[src/fieldbus_pkg.sv]
// Shared constants, types and register map of the fieldbus switch decoder
`default_nettype none
package fieldbus_pkg;
    // ============================================================
    // Timing
    localparam int unsigned CLK_HZ         = 50_000_000;
    localparam int unsigned FLASH_HALF_MS  = 500;
    localparam int unsigned FLASH_HALF_CYC = CLK_HZ / 1000 * FLASH_HALF_MS;

    // ============================================================
    // Switch layout: index 7 is position 1, index 0 is position 8
    localparam int unsigned SW_W        = 8;
    localparam int unsigned ADDR_W      = 6;
    localparam int unsigned RATE_W      = 2;
    localparam int unsigned SW_ADDR_LSB = 0;
    localparam int unsigned SW_RATE_LSB = 6;
    localparam logic [SW_W-1:0] SW_ALL_ON = 8'hFF;

    // Bit rate codes
    localparam logic [RATE_W-1:0] RATE_125K    = 2'h0;
    localparam logic [RATE_W-1:0] RATE_250K    = 2'h1;
    localparam logic [RATE_W-1:0] RATE_500K    = 2'h2;
    localparam logic [RATE_W-1:0] RATE_RESERVD = 2'h3;

    // ============================================================
    // Register byte offsets
    localparam logic [7:0] OFF_SWITCH   = 8'h00;
    localparam logic [7:0] OFF_DL_CFG   = 8'h04;
    localparam logic [7:0] OFF_EFF_CFG  = 8'h08;
    localparam logic [7:0] OFF_MOD_STAT = 8'h0C;
    localparam logic [7:0] OFF_IRQ_STAT = 8'h10;
    localparam logic [7:0] OFF_IRQ_MASK = 8'h14;

    // Field positions
    localparam int unsigned DL_ADDR_LSB  = 0;
    localparam int unsigned DL_RATE_LSB  = 8;
    localparam int unsigned EFF_ADDR_LSB = 0;
    localparam int unsigned EFF_RATE_LSB = 8;
    localparam int unsigned EFF_SRC_BIT  = 16;
    localparam int unsigned EFF_OK_BIT   = 17;
    localparam int unsigned EFF_DL_BIT   = 18;
    localparam int unsigned MS_RECOV_BIT = 0;
    localparam int unsigned MS_CRIT_BIT  = 1;
    localparam int unsigned MS_ONL_BIT   = 2;
    localparam int unsigned MS_CONN_BIT  = 3;
    localparam int unsigned MS_W         = 4;

    // Interrupt bits
    localparam int unsigned IRQ_W       = 3;
    localparam int unsigned IRQ_CFG     = 0;
    localparam int unsigned IRQ_INVALID = 1;
    localparam int unsigned IRQ_CRIT    = 2;

    // Reset values
    localparam logic [31:0]      RST_WORD = 32'h0000_0000;
    localparam logic [IRQ_W-1:0] RST_IRQ  = 3'h0;
    localparam logic [MS_W-1:0]  RST_MS   = 4'h0;

    // AXI responses
    localparam logic [1:0] RESP_OKAY   = 2'h0;
    localparam logic [1:0] RESP_SLVERR = 2'h2;

    // ============================================================
    // Types
    typedef struct packed {
        logic [RATE_W-1:0] rate;
        logic [ADDR_W-1:0] addr;
    } node_cfg_t;

    localparam node_cfg_t RST_CFG = 8'h00;

    // Indicator modes, Gray along off -> green -> red
    typedef enum logic [2:0] {
        LED_OFF       = 3'h0,
        LED_GRN_FLASH = 3'h1,
        LED_GRN       = 3'h3,
        LED_RED_FLASH = 3'h2,
        LED_RED       = 3'h6
    } led_mode_t;
endpackage
`default_nettype wire

[src/switch_decode.sv]
// Decoder from raw configuration switches to node address and bit rate
`timescale 1ns/1ps
`default_nettype none
module switch_decode (
    input  wire logic [fieldbus_pkg::SW_W-1:0] sw,
    output fieldbus_pkg::node_cfg_t            cfg,
    output logic                               all_on,
    output logic                               rate_ok
);
    // ============================================================
    // Field extraction; a one on the bus is an ON switch
    assign cfg.addr = sw[fieldbus_pkg::SW_ADDR_LSB +: fieldbus_pkg::ADDR_W];
    assign cfg.rate = sw[fieldbus_pkg::SW_RATE_LSB +: fieldbus_pkg::RATE_W];
    assign all_on   = (sw == fieldbus_pkg::SW_ALL_ON);
    assign rate_ok  = (cfg.rate != fieldbus_pkg::RATE_RESERVD);
endmodule
`default_nettype wire

[src/flash_div.sv]
// Divider giving the indicator flash phase
`timescale 1ns/1ps
`default_nettype none
module flash_div #(
    parameter int unsigned HALF_CYC = fieldbus_pkg::FLASH_HALF_CYC
) (
    input  wire logic aclk,
    input  wire logic aresetn,
    output logic      phase
);
    localparam int unsigned CW = $clog2(HALF_CYC + 1);
    localparam logic [CW-1:0] LAST = CW'(HALF_CYC - 1);

    logic [CW-1:0] cnt_q;
    logic          phase_q;

    // ============================================================
    // Free count; phase flips every half period
    always_ff @(posedge aclk) begin
        if (!aresetn) begin
            cnt_q   <= '0;
            phase_q <= 1'b0;
        end else if (cnt_q == LAST) begin
            cnt_q   <= '0;
            phase_q <= ~phase_q;
        end else begin
            cnt_q <= cnt_q + CW'(1);
        end
    end

    assign phase = phase_q;
endmodule
`default_nettype wire

[src/fieldbus_switch_status_decoder.sv]
// Node address, bit rate and indicator logic of the fieldbus option module
//
// Function
// RULE_01 - Address is binary, switch positions 3 to 8
// RULE_02 - Switch ON reads as one
// RULE_03 - Positions 1-2 pick 125k, 250k, 500k, reserved
// RULE_04 - All switches ON: use downloaded address, rate
// RULE_05 - Operator sets rate switches before configuration
// RULE_06 - Address indicator lit only for invalid setting
// RULE_07 - Red flash recoverable, red steady critical
// RULE_08 - Green flash unconnected, green steady connected
// RULE_09 - Latch switches at reset exit; reserved rate invalid
//
// Our own choices: the AXI4-Lite slave port and the placing of the registers.
`timescale 1ns/1ps
`default_nettype none
module fieldbus_switch_status_decoder #(
    parameter int unsigned FLASH_HALF_CYC = fieldbus_pkg::FLASH_HALF_CYC
) (
    input  wire logic                          aclk,
    input  wire logic                          aresetn,
    // Configuration switches, bit 7 = position 1
    input  wire logic [fieldbus_pkg::SW_W-1:0] sw_on,
    // AXI4-Lite slave
    input  wire logic [7:0]                    s_awaddr,
    input  wire logic                          s_awvalid,
    output logic                               s_awready,
    input  wire logic [31:0]                   s_wdata,
    input  wire logic [3:0]                    s_wstrb,
    input  wire logic                          s_wvalid,
    output logic                               s_wready,
    output logic [1:0]                         s_bresp,
    output logic                               s_bvalid,
    input  wire logic                          s_bready,
    input  wire logic [7:0]                    s_araddr,
    input  wire logic                          s_arvalid,
    output logic                               s_arready,
    output logic [31:0]                        s_rdata,
    output logic [1:0]                         s_rresp,
    output logic                               s_rvalid,
    input  wire logic                          s_rready,
    // Applied configuration towards the network controller
    output logic [fieldbus_pkg::ADDR_W-1:0]    node_addr,
    output logic [fieldbus_pkg::RATE_W-1:0]    bit_rate,
    output logic                               cfg_valid,
    // Indicators and interrupt
    output logic                               addr_led_red,
    output logic                               stat_led_red,
    output logic                               stat_led_green,
    output logic                               irq
);
    // ============================================================
    // State
    logic [fieldbus_pkg::SW_W-1:0]   sw_q;
    logic                            latched_q;
    fieldbus_pkg::node_cfg_t         dl_cfg_q;
    logic                            dl_loaded_q;
    logic [fieldbus_pkg::MS_W-1:0]   ms_q;
    logic [fieldbus_pkg::IRQ_W-1:0]  irq_stat_q;
    logic [fieldbus_pkg::IRQ_W-1:0]  irq_stat_d;
    logic [fieldbus_pkg::IRQ_W-1:0]  irq_mask_q;
    logic                            invalid_q;
    logic                            crit_q;
    fieldbus_pkg::led_mode_t         mode_q;
    fieldbus_pkg::led_mode_t         mode_d;
    fieldbus_pkg::node_cfg_t         out_cfg_q;
    logic                            out_ok_q;
    logic                            addr_led_q;
    logic                            red_q;
    logic                            green_q;
    logic                            irq_q;

    // Bus state
    logic                            awready_q;
    logic                            wready_q;
    logic                            aw_full_q;
    logic                            w_full_q;
    logic [7:0]                      aw_addr_q;
    logic [31:0]                     w_data_q;
    logic [3:0]                      w_strb_q;
    logic                            bvalid_q;
    logic [1:0]                      bresp_q;
    logic                            arready_q;
    logic                            rvalid_q;
    logic [31:0]                     rdata_q;
    logic [1:0]                      rresp_q;

    // ============================================================
    // Switch decoding of the latched copy
    fieldbus_pkg::node_cfg_t sw_cfg;
    logic                    sw_all_on;
    logic                    sw_rate_ok;

    switch_decode u_dec (
        .sw      (sw_q),
        .cfg     (sw_cfg),      // [RULE_01] [RULE_02] [RULE_03]
        .all_on  (sw_all_on),
        .rate_ok (sw_rate_ok)
    );

    logic flash_ph;

    flash_div #(
        .HALF_CYC (FLASH_HALF_CYC)
    ) u_flash (
        .aclk    (aclk),
        .aresetn (aresetn),
        .phase   (flash_ph)
    );

    // ============================================================
    // Effective configuration
    wire                          use_dl   = sw_all_on;         // [RULE_04]
    wire fieldbus_pkg::node_cfg_t eff_cfg  = use_dl ? dl_cfg_q : sw_cfg;
    wire eff_rate_ok = (eff_cfg.rate != fieldbus_pkg::RATE_RESERVD);
    // Download mode is only valid once software has written a setting
    wire eff_ok = latched_q && eff_rate_ok
                  && (!use_dl || dl_loaded_q);                  // [RULE_09]

    // ============================================================
    // Write path decode
    wire aw_take  = s_awvalid && awready_q;
    wire w_take   = s_wvalid && wready_q;
    wire do_write = aw_full_q && w_full_q && !bvalid_q;
    wire wr_dl    = do_write && (aw_addr_q == fieldbus_pkg::OFF_DL_CFG);
    wire wr_ms    = do_write && (aw_addr_q == fieldbus_pkg::OFF_MOD_STAT);
    wire wr_ist   = do_write && (aw_addr_q == fieldbus_pkg::OFF_IRQ_STAT);
    wire wr_imk   = do_write && (aw_addr_q == fieldbus_pkg::OFF_IRQ_MASK);
    wire wr_ro    = (aw_addr_q == fieldbus_pkg::OFF_SWITCH)
                    || (aw_addr_q == fieldbus_pkg::OFF_EFF_CFG);
    wire wr_hit   = wr_dl || wr_ms || wr_ist || wr_imk
                    || (do_write && wr_ro);

    // Byte lane mask from the strobes
    logic [31:0] lane_mask;
    genvar gi;
    generate
        for (gi = 0; gi < 4; gi++) begin : g_lane
            assign lane_mask[gi*8 +: 8] = {8{w_strb_q[gi]}};
        end
    endgenerate
    wire [31:0] wdat = w_data_q & lane_mask;

    // Fields of the written word, masked lanes read as untouched
    wire [31:0] dl_word = {16'h0000, 6'h00, dl_cfg_q.rate, 2'h0,
                           dl_cfg_q.addr};
    wire [31:0] dl_new  = wdat | (dl_word & ~lane_mask);
    wire [3:0]  ms_new  = wdat[3:0] | (ms_q & ~lane_mask[3:0]);
    wire [2:0]  imk_new = wdat[2:0] | (irq_mask_q & ~lane_mask[2:0]);
    wire [2:0]  ist_clr = wr_ist ? wdat[2:0] : 3'h0;

    // ============================================================
    // Read data selection
    wire [31:0] eff_word = {13'h0000, dl_loaded_q, eff_ok, use_dl,
                            6'h00, eff_cfg.rate, 2'h0, eff_cfg.addr};
    wire [7:0]  ra = s_araddr;
    wire rd_sw  = (ra == fieldbus_pkg::OFF_SWITCH);
    wire rd_dl  = (ra == fieldbus_pkg::OFF_DL_CFG);
    wire rd_eff = (ra == fieldbus_pkg::OFF_EFF_CFG);
    wire rd_ms  = (ra == fieldbus_pkg::OFF_MOD_STAT);
    wire rd_ist = (ra == fieldbus_pkg::OFF_IRQ_STAT);
    wire rd_imk = (ra == fieldbus_pkg::OFF_IRQ_MASK);
    wire rd_hit = rd_sw || rd_dl || rd_eff || rd_ms || rd_ist || rd_imk;
    wire [31:0] rd_word =
        rd_sw  ? {24'h000000, sw_q} :
        rd_dl  ? dl_word :
        rd_eff ? eff_word :
        rd_ms  ? {28'h0000000, ms_q} :
        rd_ist ? {29'h00000000, irq_stat_q} :
        rd_imk ? {29'h00000000, irq_mask_q} :
                 fieldbus_pkg::RST_WORD;
    wire ar_take = s_arvalid && arready_q;

    // ============================================================
    // Write address and data, taken in either order
    always_ff @(posedge aclk) begin
        if (!aresetn) begin
            awready_q <= 1'b1;
            wready_q  <= 1'b1;
            aw_full_q <= 1'b0;
            w_full_q  <= 1'b0;
            aw_addr_q <= 8'h00;
            w_data_q  <= 32'h0000_0000;
            w_strb_q  <= 4'h0;
        end else begin
            if (aw_take) begin
                aw_addr_q <= s_awaddr;
                aw_full_q <= 1'b1;
                awready_q <= 1'b0;
            end
            if (w_take) begin
                w_data_q <= s_wdata;
                w_strb_q <= s_wstrb;
                w_full_q <= 1'b1;
                wready_q <= 1'b0;
            end
            if (do_write) begin
                aw_full_q <= 1'b0;
                w_full_q  <= 1'b0;
            end
            // Reopen only after the response leaves
            if (bvalid_q && s_bready) begin
                awready_q <= 1'b1;
                wready_q  <= 1'b1;
            end
        end
    end

    // Write response; unmapped offsets answer SLVERR
    always_ff @(posedge aclk) begin
        if (!aresetn) begin
            bvalid_q <= 1'b0;
            bresp_q  <= fieldbus_pkg::RESP_OKAY;
        end else if (do_write) begin
            bvalid_q <= 1'b1;
            bresp_q  <= wr_hit ? fieldbus_pkg::RESP_OKAY
                               : fieldbus_pkg::RESP_SLVERR;
        end else if (s_bready) begin
            bvalid_q <= 1'b0;
        end
    end

    // Read channel, one read outstanding
    always_ff @(posedge aclk) begin
        if (!aresetn) begin
            arready_q <= 1'b1;
            rvalid_q  <= 1'b0;
            rdata_q   <= fieldbus_pkg::RST_WORD;
            rresp_q   <= fieldbus_pkg::RESP_OKAY;
        end else if (ar_take) begin
            arready_q <= 1'b0;
            rvalid_q  <= 1'b1;
            rdata_q   <= rd_word;
            rresp_q   <= rd_hit ? fieldbus_pkg::RESP_OKAY
                                : fieldbus_pkg::RESP_SLVERR;
        end else if (rvalid_q && s_rready) begin
            arready_q <= 1'b1;
            rvalid_q  <= 1'b0;
        end
    end

    // ============================================================
    // Switch capture once after reset; later moves are ignored,
    // so the rate must be set before reset is released
    always_ff @(posedge aclk) begin
        if (!aresetn) begin
            sw_q      <= 8'h00;
            latched_q <= 1'b0;
        end else if (!latched_q) begin
            sw_q      <= sw_on;                           // [RULE_09] [RULE_05]
            latched_q <= 1'b1;
        end
    end

    // Downloaded configuration and module state from software
    always_ff @(posedge aclk) begin
        if (!aresetn) begin
            dl_cfg_q    <= fieldbus_pkg::RST_CFG;
            dl_loaded_q <= 1'b0;
            ms_q        <= fieldbus_pkg::RST_MS;
            irq_mask_q  <= fieldbus_pkg::RST_IRQ;
        end else begin
            if (wr_dl) begin
                dl_cfg_q.addr <= dl_new[fieldbus_pkg::DL_ADDR_LSB +: 6]; // [RULE_04]
                dl_cfg_q.rate <= dl_new[fieldbus_pkg::DL_RATE_LSB +: 2];
                dl_loaded_q   <= 1'b1;
            end
            if (wr_ms) begin
                ms_q <= ms_new;
            end
            if (wr_imk) begin
                irq_mask_q <= imk_new;
            end
        end
    end

    // ============================================================
    // Sticky events; a set in the clearing cycle survives
    wire ev_cfg   = (latched_q && !out_ok_q && eff_ok) || wr_dl;
    wire ev_inval = latched_q && !eff_ok && !invalid_q;
    wire ev_crit  = ms_q[fieldbus_pkg::MS_CRIT_BIT] && !crit_q;
    wire [2:0] ev = {ev_crit, ev_inval, ev_cfg};
    assign irq_stat_d = (irq_stat_q & ~ist_clr) | ev;

    always_ff @(posedge aclk) begin
        if (!aresetn) begin
            irq_stat_q <= fieldbus_pkg::RST_IRQ;
            invalid_q  <= 1'b0;
            crit_q     <= 1'b0;
            irq_q      <= 1'b0;
        end else begin
            irq_stat_q <= irq_stat_d;
            invalid_q  <= latched_q && !eff_ok;
            crit_q     <= ms_q[fieldbus_pkg::MS_CRIT_BIT];
            irq_q      <= |(irq_stat_d & irq_mask_q);
        end
    end

    // ============================================================
    // Status indicator mode; faults outrank link state
    always_comb begin
        case (1'b1)
            ms_q[fieldbus_pkg::MS_CRIT_BIT]:
                mode_d = fieldbus_pkg::LED_RED;            // [RULE_07]
            ms_q[fieldbus_pkg::MS_RECOV_BIT]:
                mode_d = fieldbus_pkg::LED_RED_FLASH;      // [RULE_07]
            ms_q[fieldbus_pkg::MS_ONL_BIT] && ms_q[fieldbus_pkg::MS_CONN_BIT]:
                mode_d = fieldbus_pkg::LED_GRN;            // [RULE_08]
            ms_q[fieldbus_pkg::MS_ONL_BIT]:
                mode_d = fieldbus_pkg::LED_GRN_FLASH;      // [RULE_08]
            default:
                mode_d = fieldbus_pkg::LED_OFF;
        endcase
    end

    // Indicator drive from the registered mode
    always_ff @(posedge aclk) begin
        if (!aresetn) begin
            mode_q  <= fieldbus_pkg::LED_OFF;
            red_q   <= 1'b0;
            green_q <= 1'b0;
        end else begin
            mode_q <= mode_d;
            case (mode_q)
                fieldbus_pkg::LED_RED: begin
                    red_q   <= 1'b1;
                    green_q <= 1'b0;
                end
                fieldbus_pkg::LED_RED_FLASH: begin
                    red_q   <= flash_ph;
                    green_q <= 1'b0;
                end
                fieldbus_pkg::LED_GRN: begin
                    red_q   <= 1'b0;
                    green_q <= 1'b1;
                end
                fieldbus_pkg::LED_GRN_FLASH: begin
                    red_q   <= 1'b0;
                    green_q <= flash_ph;
                end
                default: begin
                    red_q   <= 1'b0;
                    green_q <= 1'b0;
                end
            endcase
        end
    end

    // Applied configuration and address indicator
    always_ff @(posedge aclk) begin
        if (!aresetn) begin
            out_cfg_q  <= fieldbus_pkg::RST_CFG;
            out_ok_q   <= 1'b0;
            addr_led_q <= 1'b0;
        end else begin
            out_cfg_q  <= eff_cfg;
            out_ok_q   <= eff_ok;
            addr_led_q <= latched_q && !eff_ok;           // [RULE_06]
        end
    end

    // ============================================================
    // Outputs
    assign s_awready      = awready_q;
    assign s_wready       = wready_q;
    assign s_bvalid       = bvalid_q;
    assign s_bresp        = bresp_q;
    assign s_arready      = arready_q;
    assign s_rvalid       = rvalid_q;
    assign s_rdata        = rdata_q;
    assign s_rresp        = rresp_q;
    assign node_addr      = out_cfg_q.addr;
    assign bit_rate       = out_cfg_q.rate;
    assign cfg_valid      = out_ok_q;
    assign addr_led_red   = addr_led_q;
    assign stat_led_red   = red_q;
    assign stat_led_green = green_q;
    assign irq            = irq_q;
endmodule
`default_nettype wire

[config.mk]
export PLATFORM = sky130hd
export DESIGN_NAME = fieldbus_switch_status_decoder
export DESIGN_NICKNAME = d
export VERILOG_FILES = /design/src/fieldbus_pkg.sv /design/src/switch_decode.sv /design/src/flash_div.sv /design/src/fieldbus_switch_status_decoder.sv
export SDC_FILE = /design/constraint.sdc
export NUM_CORES = 1
export LEC_CHECK = 0
export BUFFER_PORTS_ARGS = -buffer_cell sky130_fd_sc_hd__buf_2
export CORE_MARGIN = 2
export CORE_UTILIZATION = 35
export DETAILED_ROUTE_END_ITERATION = 10
export PLACE_DENSITY = 0.68
export REMOVE_ABC_BUFFERS = 1
export SYNTH_ARGS = -nofsm -noshare
export SYNTH_HDL_FRONTEND = slang
export SYNTH_SLANG_ARGS = --single-unit
[constraint.sdc]
create_clock -name aclk -period 2.3 [get_ports aclk]
set_input_delay 0.46 -clock aclk [delete_from_list [all_inputs] [get_ports aclk]]
set_output_delay 0.46 -clock aclk [all_outputs]
set_load 0.02 [all_outputs]
Word-level counts from Yosys, hierarchy flattened
Cells that the tools add are included.
{ "classes": {"reduce_logical": 47, "n_eq_ne": 17, "mux": 23, "n_bitwise": 16, "addsub": 1} }
{ "ops": {"columns": ["cell", "count"], "rows": [
  ["2-to-1 mux 19 bit", 3],
  ["== test 8 x 4 -> 1 bit, second input constant", 4],
  ["== test 8 x 5 -> 1 bit, second input constant", 4],
  ["adder 25 x 1 -> 25 bit, second input constant", 1],
  ["== test 25 bit, second input constant", 1],
  ["AND 10 bit", 2],
  ["logical AND 1 bit", 20],
  ["== test 8 x 3 -> 1 bit, second input constant", 2],
  ["zero test 8 bit", 2],
  ["logical OR 1 bit", 12],
  ["2-to-1 mux 3 bit", 4],
  ["NOT 10 bit", 1],
  ["OR 10 bit", 1],
  ["AND 3 bit", 3],
  ["== test 8 bit, second input constant", 1],
  ["2-to-1 mux 1 bit", 8],
  ["2-to-1 mux 2 bit", 4],
  ["2-to-1 mux 8 bit", 1],
  ["== test 3 x 2 -> 1 bit, second input constant", 2],
  ["zero test 1 bit", 6],
  ["NOT 3 bit", 2],
  ["OR 3 bit", 2],
  ["OR reduction 2 bit", 3],
  ["OR reduction 3 bit", 2],
  ["other kinds (10)", 13]
]} }
{ "word_totals": {"output_inout_bits": 54, "reg_bits": 134} }

Depth between registers and ports, before layout
Gate-level depths: netlist (run 1).
{ "logic_depth": {"word_depth": 11, "depth_mapped": 8} }

Cells and area by module
From an unflattened synthesis (run 1), not the netlist that was laid out.
{ "hier_totals": {"hier_cells": 570, "area_unflattened_um2": 5079.9} }
{ "modules_own_cells": {"columns": ["mod", "instances", "area_per_inst_um2", "cells_per_inst", "seq_area_each_um2"], "rows": [
  ["fieldbus_switch_status_decoder", 1, 3777.4, 418, 1681.6],
  ["flash_div", 1, 1218.7, 140, 520.5],
  ["switch_decode", 1, 83.8, 12, 0.0]
]} }

Least setup slack after synthesis (run 1)
No wires, ideal clock.
{ "synth_path": {"path_type": "flip-flop to flip-flop", "start": "register u_flash.cnt_q[0]", "end": "register u_flash.cnt_q[5]", "synth_period_minus_slack_ns": 1.843, "setup_slack_ns": 0.457, "arrival_time_ns": 1.727, "path_stages_with_launch": 9, "n_path_buf": 2, "cell_sequence": "dfxtp_1 > ha_1 > nand4_1 > or2_1 > nor4_2 > nand2b_1 > buf_4 > buf_8 > nor2_2"} }
{ "synth_between": {"elab_chain_len": 2} }
{ "synth_lines": {"columns": ["item", "line", "source"], "rows": [
  ["start, declared", "flash_div.sv:14", "logic [CW-1:0] cnt_q;"],
  ["start signal, assigned", "flash_div.sv:27", "cnt_q <= cnt_q + CW'(1);"],
  ["branches (longest 2 deep; another with adder 25 x 1 -> 25 bit)", null, null]
]} }
Parallel ways; which one is timed is not known.
A chain may end at the register's enable or synchronous reset.

Final worst setup path (run 1)
{ "layout_path": {"start": "register u_flash.cnt_q[0]", "end": "register u_flash.cnt_q[17]"} }
Same word-level chain as after synthesis.

==> out/metrics.yaml, run 1 <==
run_status:
  status: "complete, no violations"
finish:
  fill_cells: 1405
  drive_gt1_frac: 0.1916
  syn_to_final_growth_pct: 16.63
  final_nets: 680
  n_antenna_cell: 0
  layout_common_cells: "dfxtp_1, nand2_1, buf_2"
  seq_area_um2: 2202
  multi_input_area_um2: 2446
  layout_commonest_cell: "dfxtp_1"
  stdcell_area_um2: 5694
routing:
  ant_nets: 0
  wire_per_inst_um: 13.35
  drt_wl_total_mm: 10.63
  dr.pass1.iters: 5
  viasPerCell: 5.033
  drc_errors: 0
  dr_total_vias: 4006
  drtIter0Drc: 239
die:
  dieArea_um2: 14910
  dieHeight_um: 122.1
  core_area_um2: 13770
  start_util: 0.3545
  num_rows: 43
  io_pins: 121
  die_w_um: 122.1
critical_path:
  endpoint_kind: "register"
  critPathArrivalTime_ns: 2.26
  crit_path_max_fanout: 25
  start_kind: "register"
  critPathKind: "register to register"
  required_ns: 2.54
sta:
  drv_slew: 0
  max_slew.worst_pin.slew_ns: 0.6452
  finalClockSkew_ns: 0.005329
  fmax_ghz: 0.4935
  relSlewSlack: 0.5663
  finalSetupTns_ns: 0
  setup_viol: 0
  rsz0062_at_grt: "no"
  period_minus_slack_ns: 2.026
  fin_crit_sh: 0.8811
  hold_viol: 0
clock_tree:
  cts_resized: 0
  root_buffer: "clkbuf_16"
  cts_buffers: 9
  worst_skew_pair.late_latency_ns: 0.34
  cts_tree: "done"
  cts_setup_buffers: 0
  clock-sinks: 110
  postCtsHoldBufs: 0
  clk_pin_slew_worst_paths_ns: 0.07
  h-tree-depth: 3
  clock_tree.buffer_depth: 2
place:
  post_dp_cell_area_um2: 5356
  hpwl_mm: 7.733
  port_buffers: 73
  place.gp.congestion: 0.8906
power_and_ir_drop:
  swShare: 0.2231
  power_switching_mw: 0.9107
  cellLeakagePower_nw: 2.274
  clkPwrFrac: 0.427
  powerDensity_nw_per_um2: 716.8
  internal-power_mw: 3.171
  ir_drop_mv: 0.3804
  p_seq_frac: 0.495
  pwr-share-comb: 0.078
grt:
  grt_use_total: 0.1445
  grt_max_degree: 39
  grt_pass1_vias: 3575
  antenna_found_initial: 0
  overflow: 0
  grt_pass1_wl_mm: 17.32
logic_synthesis:
  synth_cell_type_count: 62
  async_flop_share: 0
  yosysWarningCount: 0
  netlist_instances: 545
  synth_edf_count: 0
  ys.flop_type: "dfxtp_1"
  yosysSeqAreaShare: 0.4511
  synth_area_um2: 4882
  avgSynthCellArea_um2: 8.958
  synth_seq_cells: 110
hold_path:
  hold_path_class: "input port to register"
job:
  cap_viol_max_count: 0
[per-stage QoR]
step / setup WS [ns] / hold WS, ns / util / instances / power (mW)
2_1_floorplan: 0.08893 / 0.3922 / - / 518 / 2.239
3_3_place_gp: 0.3326 / 0.4257 / 0.3889 / 781 / 2.374
3_5_place_dp: 0.2882 / 0.4376 / 0.3889 / 781 / 2.383
4_1_cts: 0.2596 / 0.3067 / 0.4134 / 796 / 4.126
5_1_grt: 0.1338 / 0.3706 / 0.4134 / 796 / 4.253
6_report: 0.2736 / 0.3201 / 0.4134 / 796 / 4.081
[logic make-up after synthesis]
group,after synthesis,synth area share
DFF,110,0.4511
muxes,16,0.03280
buffers and inverters,55,0.06330
AOI/OAI and AO/OA,97,0.1492
other,1,0.0007681
adders and majority gates,1,0.002562
and+or+nand+nor,241,0.2573
xor gates and xnor gates,24,0.04305
[cell usage after synthesis (2+ instances only)]
cell type | number | area share
and3_1 | 7 | 0.0090
nand2b_1 | 4 | 0.0051
o211a_1 | 3 | 0.0062
o311a_1 | 2 | 0.0041
o21ai_0 | 6 | 0.0062
a21boi_0 | 40 | 0.062
and3b_1 | 2 | 0.0036
mux2i_1 | 16 | 0.033
inv_1 | 8 | 0.0062
a32oi_1 | 2 | 0.0036
buf_4 | 22 | 0.034
nor4_2 | 3 | 0.0077
a22o_1 | 3 | 0.0054
a22oi_1 | 4 | 0.0062
and2_1 | 8 | 0.010
a31oi_1 | 2 | 0.0026
nor3_1 | 4 | 0.0041
nand2_1 | 75 | 0.058
a21oi_1 | 13 | 0.013
o21bai_1 | 2 | 0.0031
nand3_1 | 33 | 0.034
xnor2_1 | 7 | 0.013
xor2_1 | 17 | 0.030
nor2b_1 | 29 | 0.037
o221ai_1 | 3 | 0.0054
dfxtp_1 | 110 | 0.45
nand4_1 | 16 | 0.021
clkbuf_1 | 22 | 0.017
o211ai_1 | 3 | 0.0046
and4_1 | 3 | 0.0054
nor2_1 | 32 | 0.025
nor2_2 | 10 | 0.013
a32o_1 | 2 | 0.0041
nor4_1 | 4 | 0.0051
[routing by layer]
metal	wire (um)	vias to the layer above	GRT usage
li1	-	1992	-
met1	5177	1881	0.2036
met2	4675	115	0.2189
met3	604	18	0.02996
met4	173	0	0.05029
met5	0	-	0
[power groups by stage]
| stage | registers [mW] | logic, mW | clock network [mW] |
|---|---|---|---|
| after floorplan | 2.07 | 0.164 | 0 |
| after global placement | 2.06 | 0.312 | 0 |
| final | 2.02 | 0.318 | 1.74 |
| after detailed placement | 2.06 | 0.318 | 0 |
| after global routing | 2.03 | 0.356 | 1.87 |
| after CTS | 2.02 | 0.319 | 1.79 |
[final timing paths]
check / start / to / slack (ns) / depth (start not counted)
worst min-delay path: s_wvalid / s_wready$_SDFFE_PP1P_ / 0.32 / 2
worst max-delay path: u_flash.cnt_q[0]$_SDFF_PP0_ / u_flash.cnt_q[17]$_SDFF_PP0_ / 0.27 / 7
worst max register to register: u_flash.cnt_q[0]$_SDFF_PP0_ / u_flash.cnt_q[17]$_SDFF_PP0_ / 0.27 / 7
worst min register to register: mode_q[0]$_SDFF_PP0_ / stat_led_green$_SDFF_PN0_ / 0.45 / 2
[cell type report]
| type | instances | area share |
|---|---|---|
| Inverter | 8 | 0.005274 |
| Sequential cell | 110 | 0.3867 |
| Tap cell | 180 | 0.03955 |
| Multi-Input combinational cell | 400 | 0.4296 |
| Clock buffer | 11 | 0.04263 |
| Timing Repair Buffer | 83 | 0.07954 |
| Clock inverter | 4 | 0.01670 |
[worst max-delay path, cell delays in order (launching register included)]
cell and delay, ns:
dfxtp_1 0.37, ha_1 0.22, nand4_1 0.21, or2_1 0.30, nor4_2 0.34, nand2b_1 0.20
buf_12 0.19, nor2_1 0.07
No activity file was read; power rests on OpenSTA's default activity.
==> run 2, diff against run 1 <==
Settings changed: CELL_PAD_IN_SITES_DETAIL_PLACEMENT set to 0, CELL_PAD_IN_SITES_GLOBAL_PLACEMENT set to 2, CORE_UTILIZATION 35 to 31, PLACE_DENSITY 0.68 to 0.9.
==> out/metrics.yaml, run 2 (synthesized netlist as in run 1, its figures left out) <==
power_and_ir_drop:
  cellLeakagePower_nw: 2.255  # -0.82%
  ir_drop_mv: 0.3322  # -13%
  powerDensity_nw_per_um2: 674.6  # -5.9%
finish:
  drive_gt1_frac: 0.1971  # +0.005534
  n_antenna_cell: 0  # unchanged
  layout_commonest_cell: "dfxtp_1"
  layout_common_cells: "dfxtp_1, nand2_1, buf_2"
  syn_to_final_growth_pct: 16.58  # about the same
  instances_no_fill: 830  # +4.3%
  final_nets: 682  # +0.29%
die:
  num_rows: 45  # +4.7%
  start_util: 0.3188  # -0.03568
  dieHeight_um: 129.5  # +6.1%
  die_w_um: 129.5  # +6.1%
  core_area_um2: 15310  # +11%
  io_pins: 121  # unchanged
  dieArea_um2: 16770  # +12%
critical_path:
  reg2reg_to: "u_flash.cnt_q[21]$_SDFF_PP0_"
  r2r_setup_slack_ns: 0.19  # -0.08 ns
  critPathArrivalTime_ns: 2.36  # +0.10 ns
  ff2ff_path_depth: 7  # unchanged
  slowest_stage: "nor4_2"
  crit_start: "u_flash.cnt_q[0]$_SDFF_PP0_"
  r2r-start: "u_flash.cnt_q[0]$_SDFF_PP0_"
  start_kind: "register"
  required_ns: 2.55  # about the same
  endpoint: "u_flash.cnt_q[21]$_SDFF_PP0_"
  cp_top_family: "simple AND/OR/NAND/NOR gates"
  crit_path_max_fanout: 25  # unchanged
  endpoint_kind: "register"
  critPathKind: "register to register"
  path_buf_inv: 1  # unchanged
  cp_num_cells: 7  # unchanged
  worstPathCellList: "ha_1 > nand4_1 > or2_1 > nor4_2 > nand2b_1 > buf_12 > nor2_1"
  slowest_delay_ns: 0.41  # +0.04 ns
grt:
  overflow: 0  # unchanged
  antenna_found_initial: 0  # unchanged
  grt_pass1_wl_mm: 17.68  # +2.1%
  grt_max_degree: 42  # +7.7%
  grt_pass1_vias: 3574  # -0.028%
  grt_use_total: 0.1326  # -0.01190
routing:
  ant_nets: 0  # unchanged
  drt_wl_total_mm: 11.20  # +5.4%
  dr.pass1.iters: 4  # -1
  viasPerCell: 4.682  # -7.0%
  drtIter0Drc: 164  # -31%
  dr_total_vias: 3886  # -3.0%
  wire_per_inst_um: 13.49  # +1.0%
  drc_errors: 0  # unchanged
place:
  hpwl_mm: 8.193  # +5.9%
  place_inst: 814  # +4.2%
  port_buffers: 73  # unchanged
  place.gp.congestion: 0.8406  # -5.6%
clock_tree:
  h-tree-depth: 3  # unchanged
  postCtsHoldBufs: 0  # unchanged
  cts_setup_buffers: 0  # unchanged
  clk_pin_slew_worst_paths_ns: 0.07  # about the same
  clock-sinks: 110  # unchanged
  cts_buffers: 9  # unchanged
  root_buffer: "clkbuf_16"
  worst_skew_pair.late_latency_ns: 0.35  # about the same
  clock_tree.buffer_depth: 2  # unchanged
  cts_resized: 0  # unchanged
  cts_tree: "done"
sta:
  relSlewSlack: 0.5579  # -0.008380
  drv_slew: 0  # unchanged
  setup_viol: 0  # unchanged
  max_slew.worst_pin.slew_ns: 0.6577  # +0.01247 ns
  finalClockSkew_ns: 0.01276  # +0.007428 ns
  period_minus_slack_ns: 2.111  # +0.08412 ns
  fin_crit_sh: 0.9176  # +0.03657
  hold_viol: 0  # unchanged
  finalSetupTns_ns: 0  # unchanged
  fmax_ghz: 0.4738  # -4.0%
  rsz0062_at_grt: "no"
job:
  cap_viol_max_count: 0  # unchanged
hold_path:
  hold_path_class: "input port to register"
  worstHoldStart: "s_wvalid"
run_status:
  status: "complete, no violations"
[run 2: worst min-delay path by stage]
stage | to | depth (start not counted)
2_1_floorplan | stat_led_red$_SDFF_PN0_ | 1
3_3_place_gp | stat_led_red$_SDFF_PN0_ | 1
3_5_place_dp | stat_led_red$_SDFF_PN0_ | 1
4_1_cts | s_wready$_SDFFE_PP1P_ | 2
5_1_grt | s_wready$_SDFFE_PP1P_ | 2
6_report | s_wready$_SDFFE_PP1P_ | 2
[run 2: report_power, final]
group	total [mW]	internal [mW]	leakage, nW	switching (mW)
Clock	1.50	0.749	0.137	0.746
Combinational	0.328	0.125	1.22	0.204
Sequential	2.02	1.96	0.896	0.0547
Total	3.84	2.83	2.26	1.00
[run 2: area by class of cell]
class | instances | area (um^2)
clock inverters | 7 | 56.30
clock buffers | 9 | 225.2
multi-input cells | 400 | 2446
well taps | 211 | 264.0
flip-flops and latches | 110 | 2202
inverters | 8 | 30.03
repair buffers | 85 | 467.9
fillers | 1598 | 9623
[run 2: routing by layer]
metal  vias to the layer above  part of all wire  routed length, um  global-route usage
met5                         -                 0                  0                   0
met3                        14             0.047                528             0.02395
met2                        96              0.43               4796              0.2003
met4                         0             0.021                237             0.05819
met1                      1773              0.50               5636              0.1854
li1                       2003                 -                  -                   -
[run 2: worst reg2reg max path: cells and delay by family, from the launching register on]
family | cells | cell delay (ns)
buffers and inverters | 1 | 0.19
flip-flops | 1 | 0.37
AND/OR/NAND/NOR | 5 | 1.22
adder cells (fa/ha/maj) | 1 | 0.23
[run 2: stage by stage]
step	hold WS [ns]	utilization	power [mW]	area, um^2	worst slack [ns]
after floorplan	0.3922	-	2.239	4678	0.08893
after global placement	0.4076	0.3533	2.383	5410	0.3282
after detailed placement	0.4011	0.3533	2.391	5410	0.2164
after CTS	0.3077	0.3717	3.881	5692	0.2085
after global routing	0.3164	0.3717	3.994	5692	0.07594
final	0.3185	0.3717	3.839	5692	0.1895
==> run 3, diff against run 2 <==
Clock period 2.3 ns to 2.33 ns, I/O delays scaled along.
==> out/metrics.yaml, run 3 (synthesized netlist as in run 1, its figures left out) <==
routing:
  wire_per_inst_um: 13.52  # +0.23%
  drtIter0Drc: 241  # +47%
  viasPerCell: 4.740  # +1.2%
  dr.pass1.iters: 6  # +2
  drc_errors: 0  # unchanged
  drt_wl_total_mm: 11.25  # +0.47%
  dr_total_vias: 3944  # +1.5%
  ant_nets: 0  # unchanged
finish:
  drive_gt1_frac: 0.1997  # +0.002586
  n_antenna_cell: 0  # unchanged
  final_nets: 684  # +0.29%
  seq_area_um2: 2202  # unchanged
  fin_util: 0.3743  # +0.002615
  syn_to_final_growth_pct: 17.40
  fill_cells: 1589  # -0.56%
  layout_commonest_cell: "dfxtp_1"
  multi_input_area_um2: 2446  # unchanged
  layout_common_cells: "dfxtp_1, nand2_1, buf_2"
  instances_no_fill: 832  # +0.24%
grt:
  grt_pass1_wl_mm: 18.33  # +3.7%
  grt_use_total: 0.1378  # +0.005165
  grt_pass1_vias: 3717  # +4.0%
  grt_max_degree: 31  # -26%
  antenna_found_initial: 0  # unchanged
  overflow: 0  # unchanged
sta:
  setup_viol: 0  # unchanged
  hold_viol: 0  # unchanged
  period_minus_slack_ns: 2.017  # -0.09344 ns
  setup_ws_ns: 0.3129  # +0.1234 ns
  max_slew.worst_pin.slew_ns: 0.6545  # -0.003224 ns
  finalSetupTns_ns: 0  # unchanged
  drv_slew: 0  # unchanged
  rsz0062_at_grt: "no"
  relSlewSlack: 0.5600  # +0.002167
  fin_crit_sh: 0.8657  # -0.05192
  fmax_ghz: 0.4958  # +4.6%
  finalClockSkew_ns: 0.01175  # -0.001004 ns
critical_path:
  r2r-start: "u_flash.cnt_q[0]$_SDFF_PP0_"
  worstPathCellList: "ha_1 > nand4_1 > or2_1 > nor4_2 > nand2b_1 > buf_12 > nor2_1"
  reg2reg_to: "u_flash.cnt_q[9]$_SDFF_PP0_"
  endpoint_kind: "register"
  ff2ff_path_depth: 7  # unchanged
  slowest_delay_ns: 0.38  # -0.03 ns
  r2r_setup_slack_ns: 0.31  # +0.12 ns
  start_kind: "register"
  crit_path_max_fanout: 25  # unchanged
  critPathArrivalTime_ns: 2.26  # -0.10 ns
  critPathKind: "register to register"
  required_ns: 2.58  # +0.03 ns
  slowest_stage: "dfxtp_1"
hold_path:
  holdPathEnd: "s_wready$_SDFFE_PP1P_"
  hold_path_class: "input port to register"
  min_path_cells: 2  # unchanged
  worstHoldStart: "s_wvalid"
clock_tree:
  worst_skew_pair.late_latency_ns: 0.36  # about the same
  h-tree-depth: 3  # unchanged
  clock_tree.buffer_depth: 2  # unchanged
  root_buffer: "clkbuf_16"
  clk_pin_slew_worst_paths_ns: 0.07  # about the same
  cts_setup_buffers: 0  # unchanged
  cts_resized: 0  # unchanged
  cts_tree: "done"
  postCtsHoldBufs: 0  # unchanged
  cts_buffers: 9  # unchanged
  clock-sinks: 110  # unchanged
job:
  cap_viol_max_count: 0  # unchanged
place:
  hpwl_mm: 8.372  # +2.2%
  place.gp.congestion: 0.8190  # -2.6%
  port_buffers: 73  # unchanged
  place_inst: 816  # +0.25%
  preCtsSetupSlack_ns: 0.3209  # +0.1045 ns
die:
  core_area_um2: 15310  # unchanged
  dieHeight_um: 129.5  # unchanged
  dieArea_um2: 16770  # unchanged
  num_rows: 45  # unchanged
  die_w_um: 129.5  # unchanged
  start_util: 0.3188  # unchanged
  io_pins: 121  # unchanged
power_and_ir_drop:
  powerDensity_nw_per_um2: 681.9  # +1.1%
  ir_drop_mv: 0.3414  # +2.8%
  fin_total_pwr_mw: 3.909  # +1.8%
  cellLeakagePower_nw: 2.280  # +1.1%
run_status:
  status: "complete, no violations"
run 3: changes by cell type in the layout (fill, tap and decap cells not counted), sizes merged:
cell      change
bufinv        +1
buf           +2
clkinvlp      -1
run 3: layout make-up:
| class | count | area share |
|---|---|---|
| Timing Repair Buffer | 87 | 0.08426 |
| Clock buffer | 9 | 0.03929 |
| Inverter | 8 | 0.005239 |
| Clock inverter | 7 | 0.01419 |
| Tap cell | 211 | 0.04606 |
| Sequential cell | 110 | 0.3842 |
| Multi-Input combinational cell | 400 | 0.4268 |
run 3: how the worst max path moves through the flow:
stage | startpoint | endpoint | slack, ns | depth (start not counted)
after global placement | u_flash.cnt_q[0]$_SDFF_PP0_ | u_flash.cnt_q[21]$_SDFF_PP0_ | 0.36 | 7
after detailed placement | u_flash.cnt_q[0]$_SDFF_PP0_ | u_flash.cnt_q[9]$_SDFF_PP0_ | 0.32 | 7
after global routing | u_flash.cnt_q[0]$_SDFF_PP0_ | u_flash.cnt_q[18]$_SDFF_PP0_ | 0.14 | 7
final | u_flash.cnt_q[0]$_SDFF_PP0_ | u_flash.cnt_q[9]$_SDFF_PP0_ | 0.31 | 7
after floorplan | u_flash.cnt_q[0]$_SDFF_PP0_ | u_flash.cnt_q[10]$_SDFF_PP0_ | 0.12 | 6
after CTS | u_flash.cnt_q[0]$_SDFF_PP0_ | u_flash.cnt_q[9]$_SDFF_PP0_ | 0.30 | 7
run 3: where the power goes:
part / switching [mW] / internal (mW) / leakage [nW]
Sequential: 0.0539 / 1.94 / 0.896
Clock: 0.737 / 0.852 / 0.152
Combinational: 0.203 / 0.127 / 1.23
run 3: critical path: cells and delay by family (launching register included):
family	cells	cell delay, ns
simple gates	5	1.12
flops	1	0.38
buf+inv	1	0.19
fa+ha+maj	1	0.23
run 3: layer usage:
layer,track usage,vias up,share of wire,wire (um)
li1,-,1998,-,-
met1,0.1864,1830,0.49,5524
met2,0.2161,102,0.44,4924
met3,0.02642,14,0.054,613
met4,0.05756,0,0.017,189
met5,0,-,0,0
run 3: per-stage QoR:
step / hold WS (ns) / cell area (um^2)
after floorplan: 0.3922 / 4678
after global placement: 0.4095 / 5425
after detailed placement: 0.4216 / 5425
after CTS: 0.3054 / 5732
after global routing: 0.3075 / 5732
final: 0.3186 / 5732
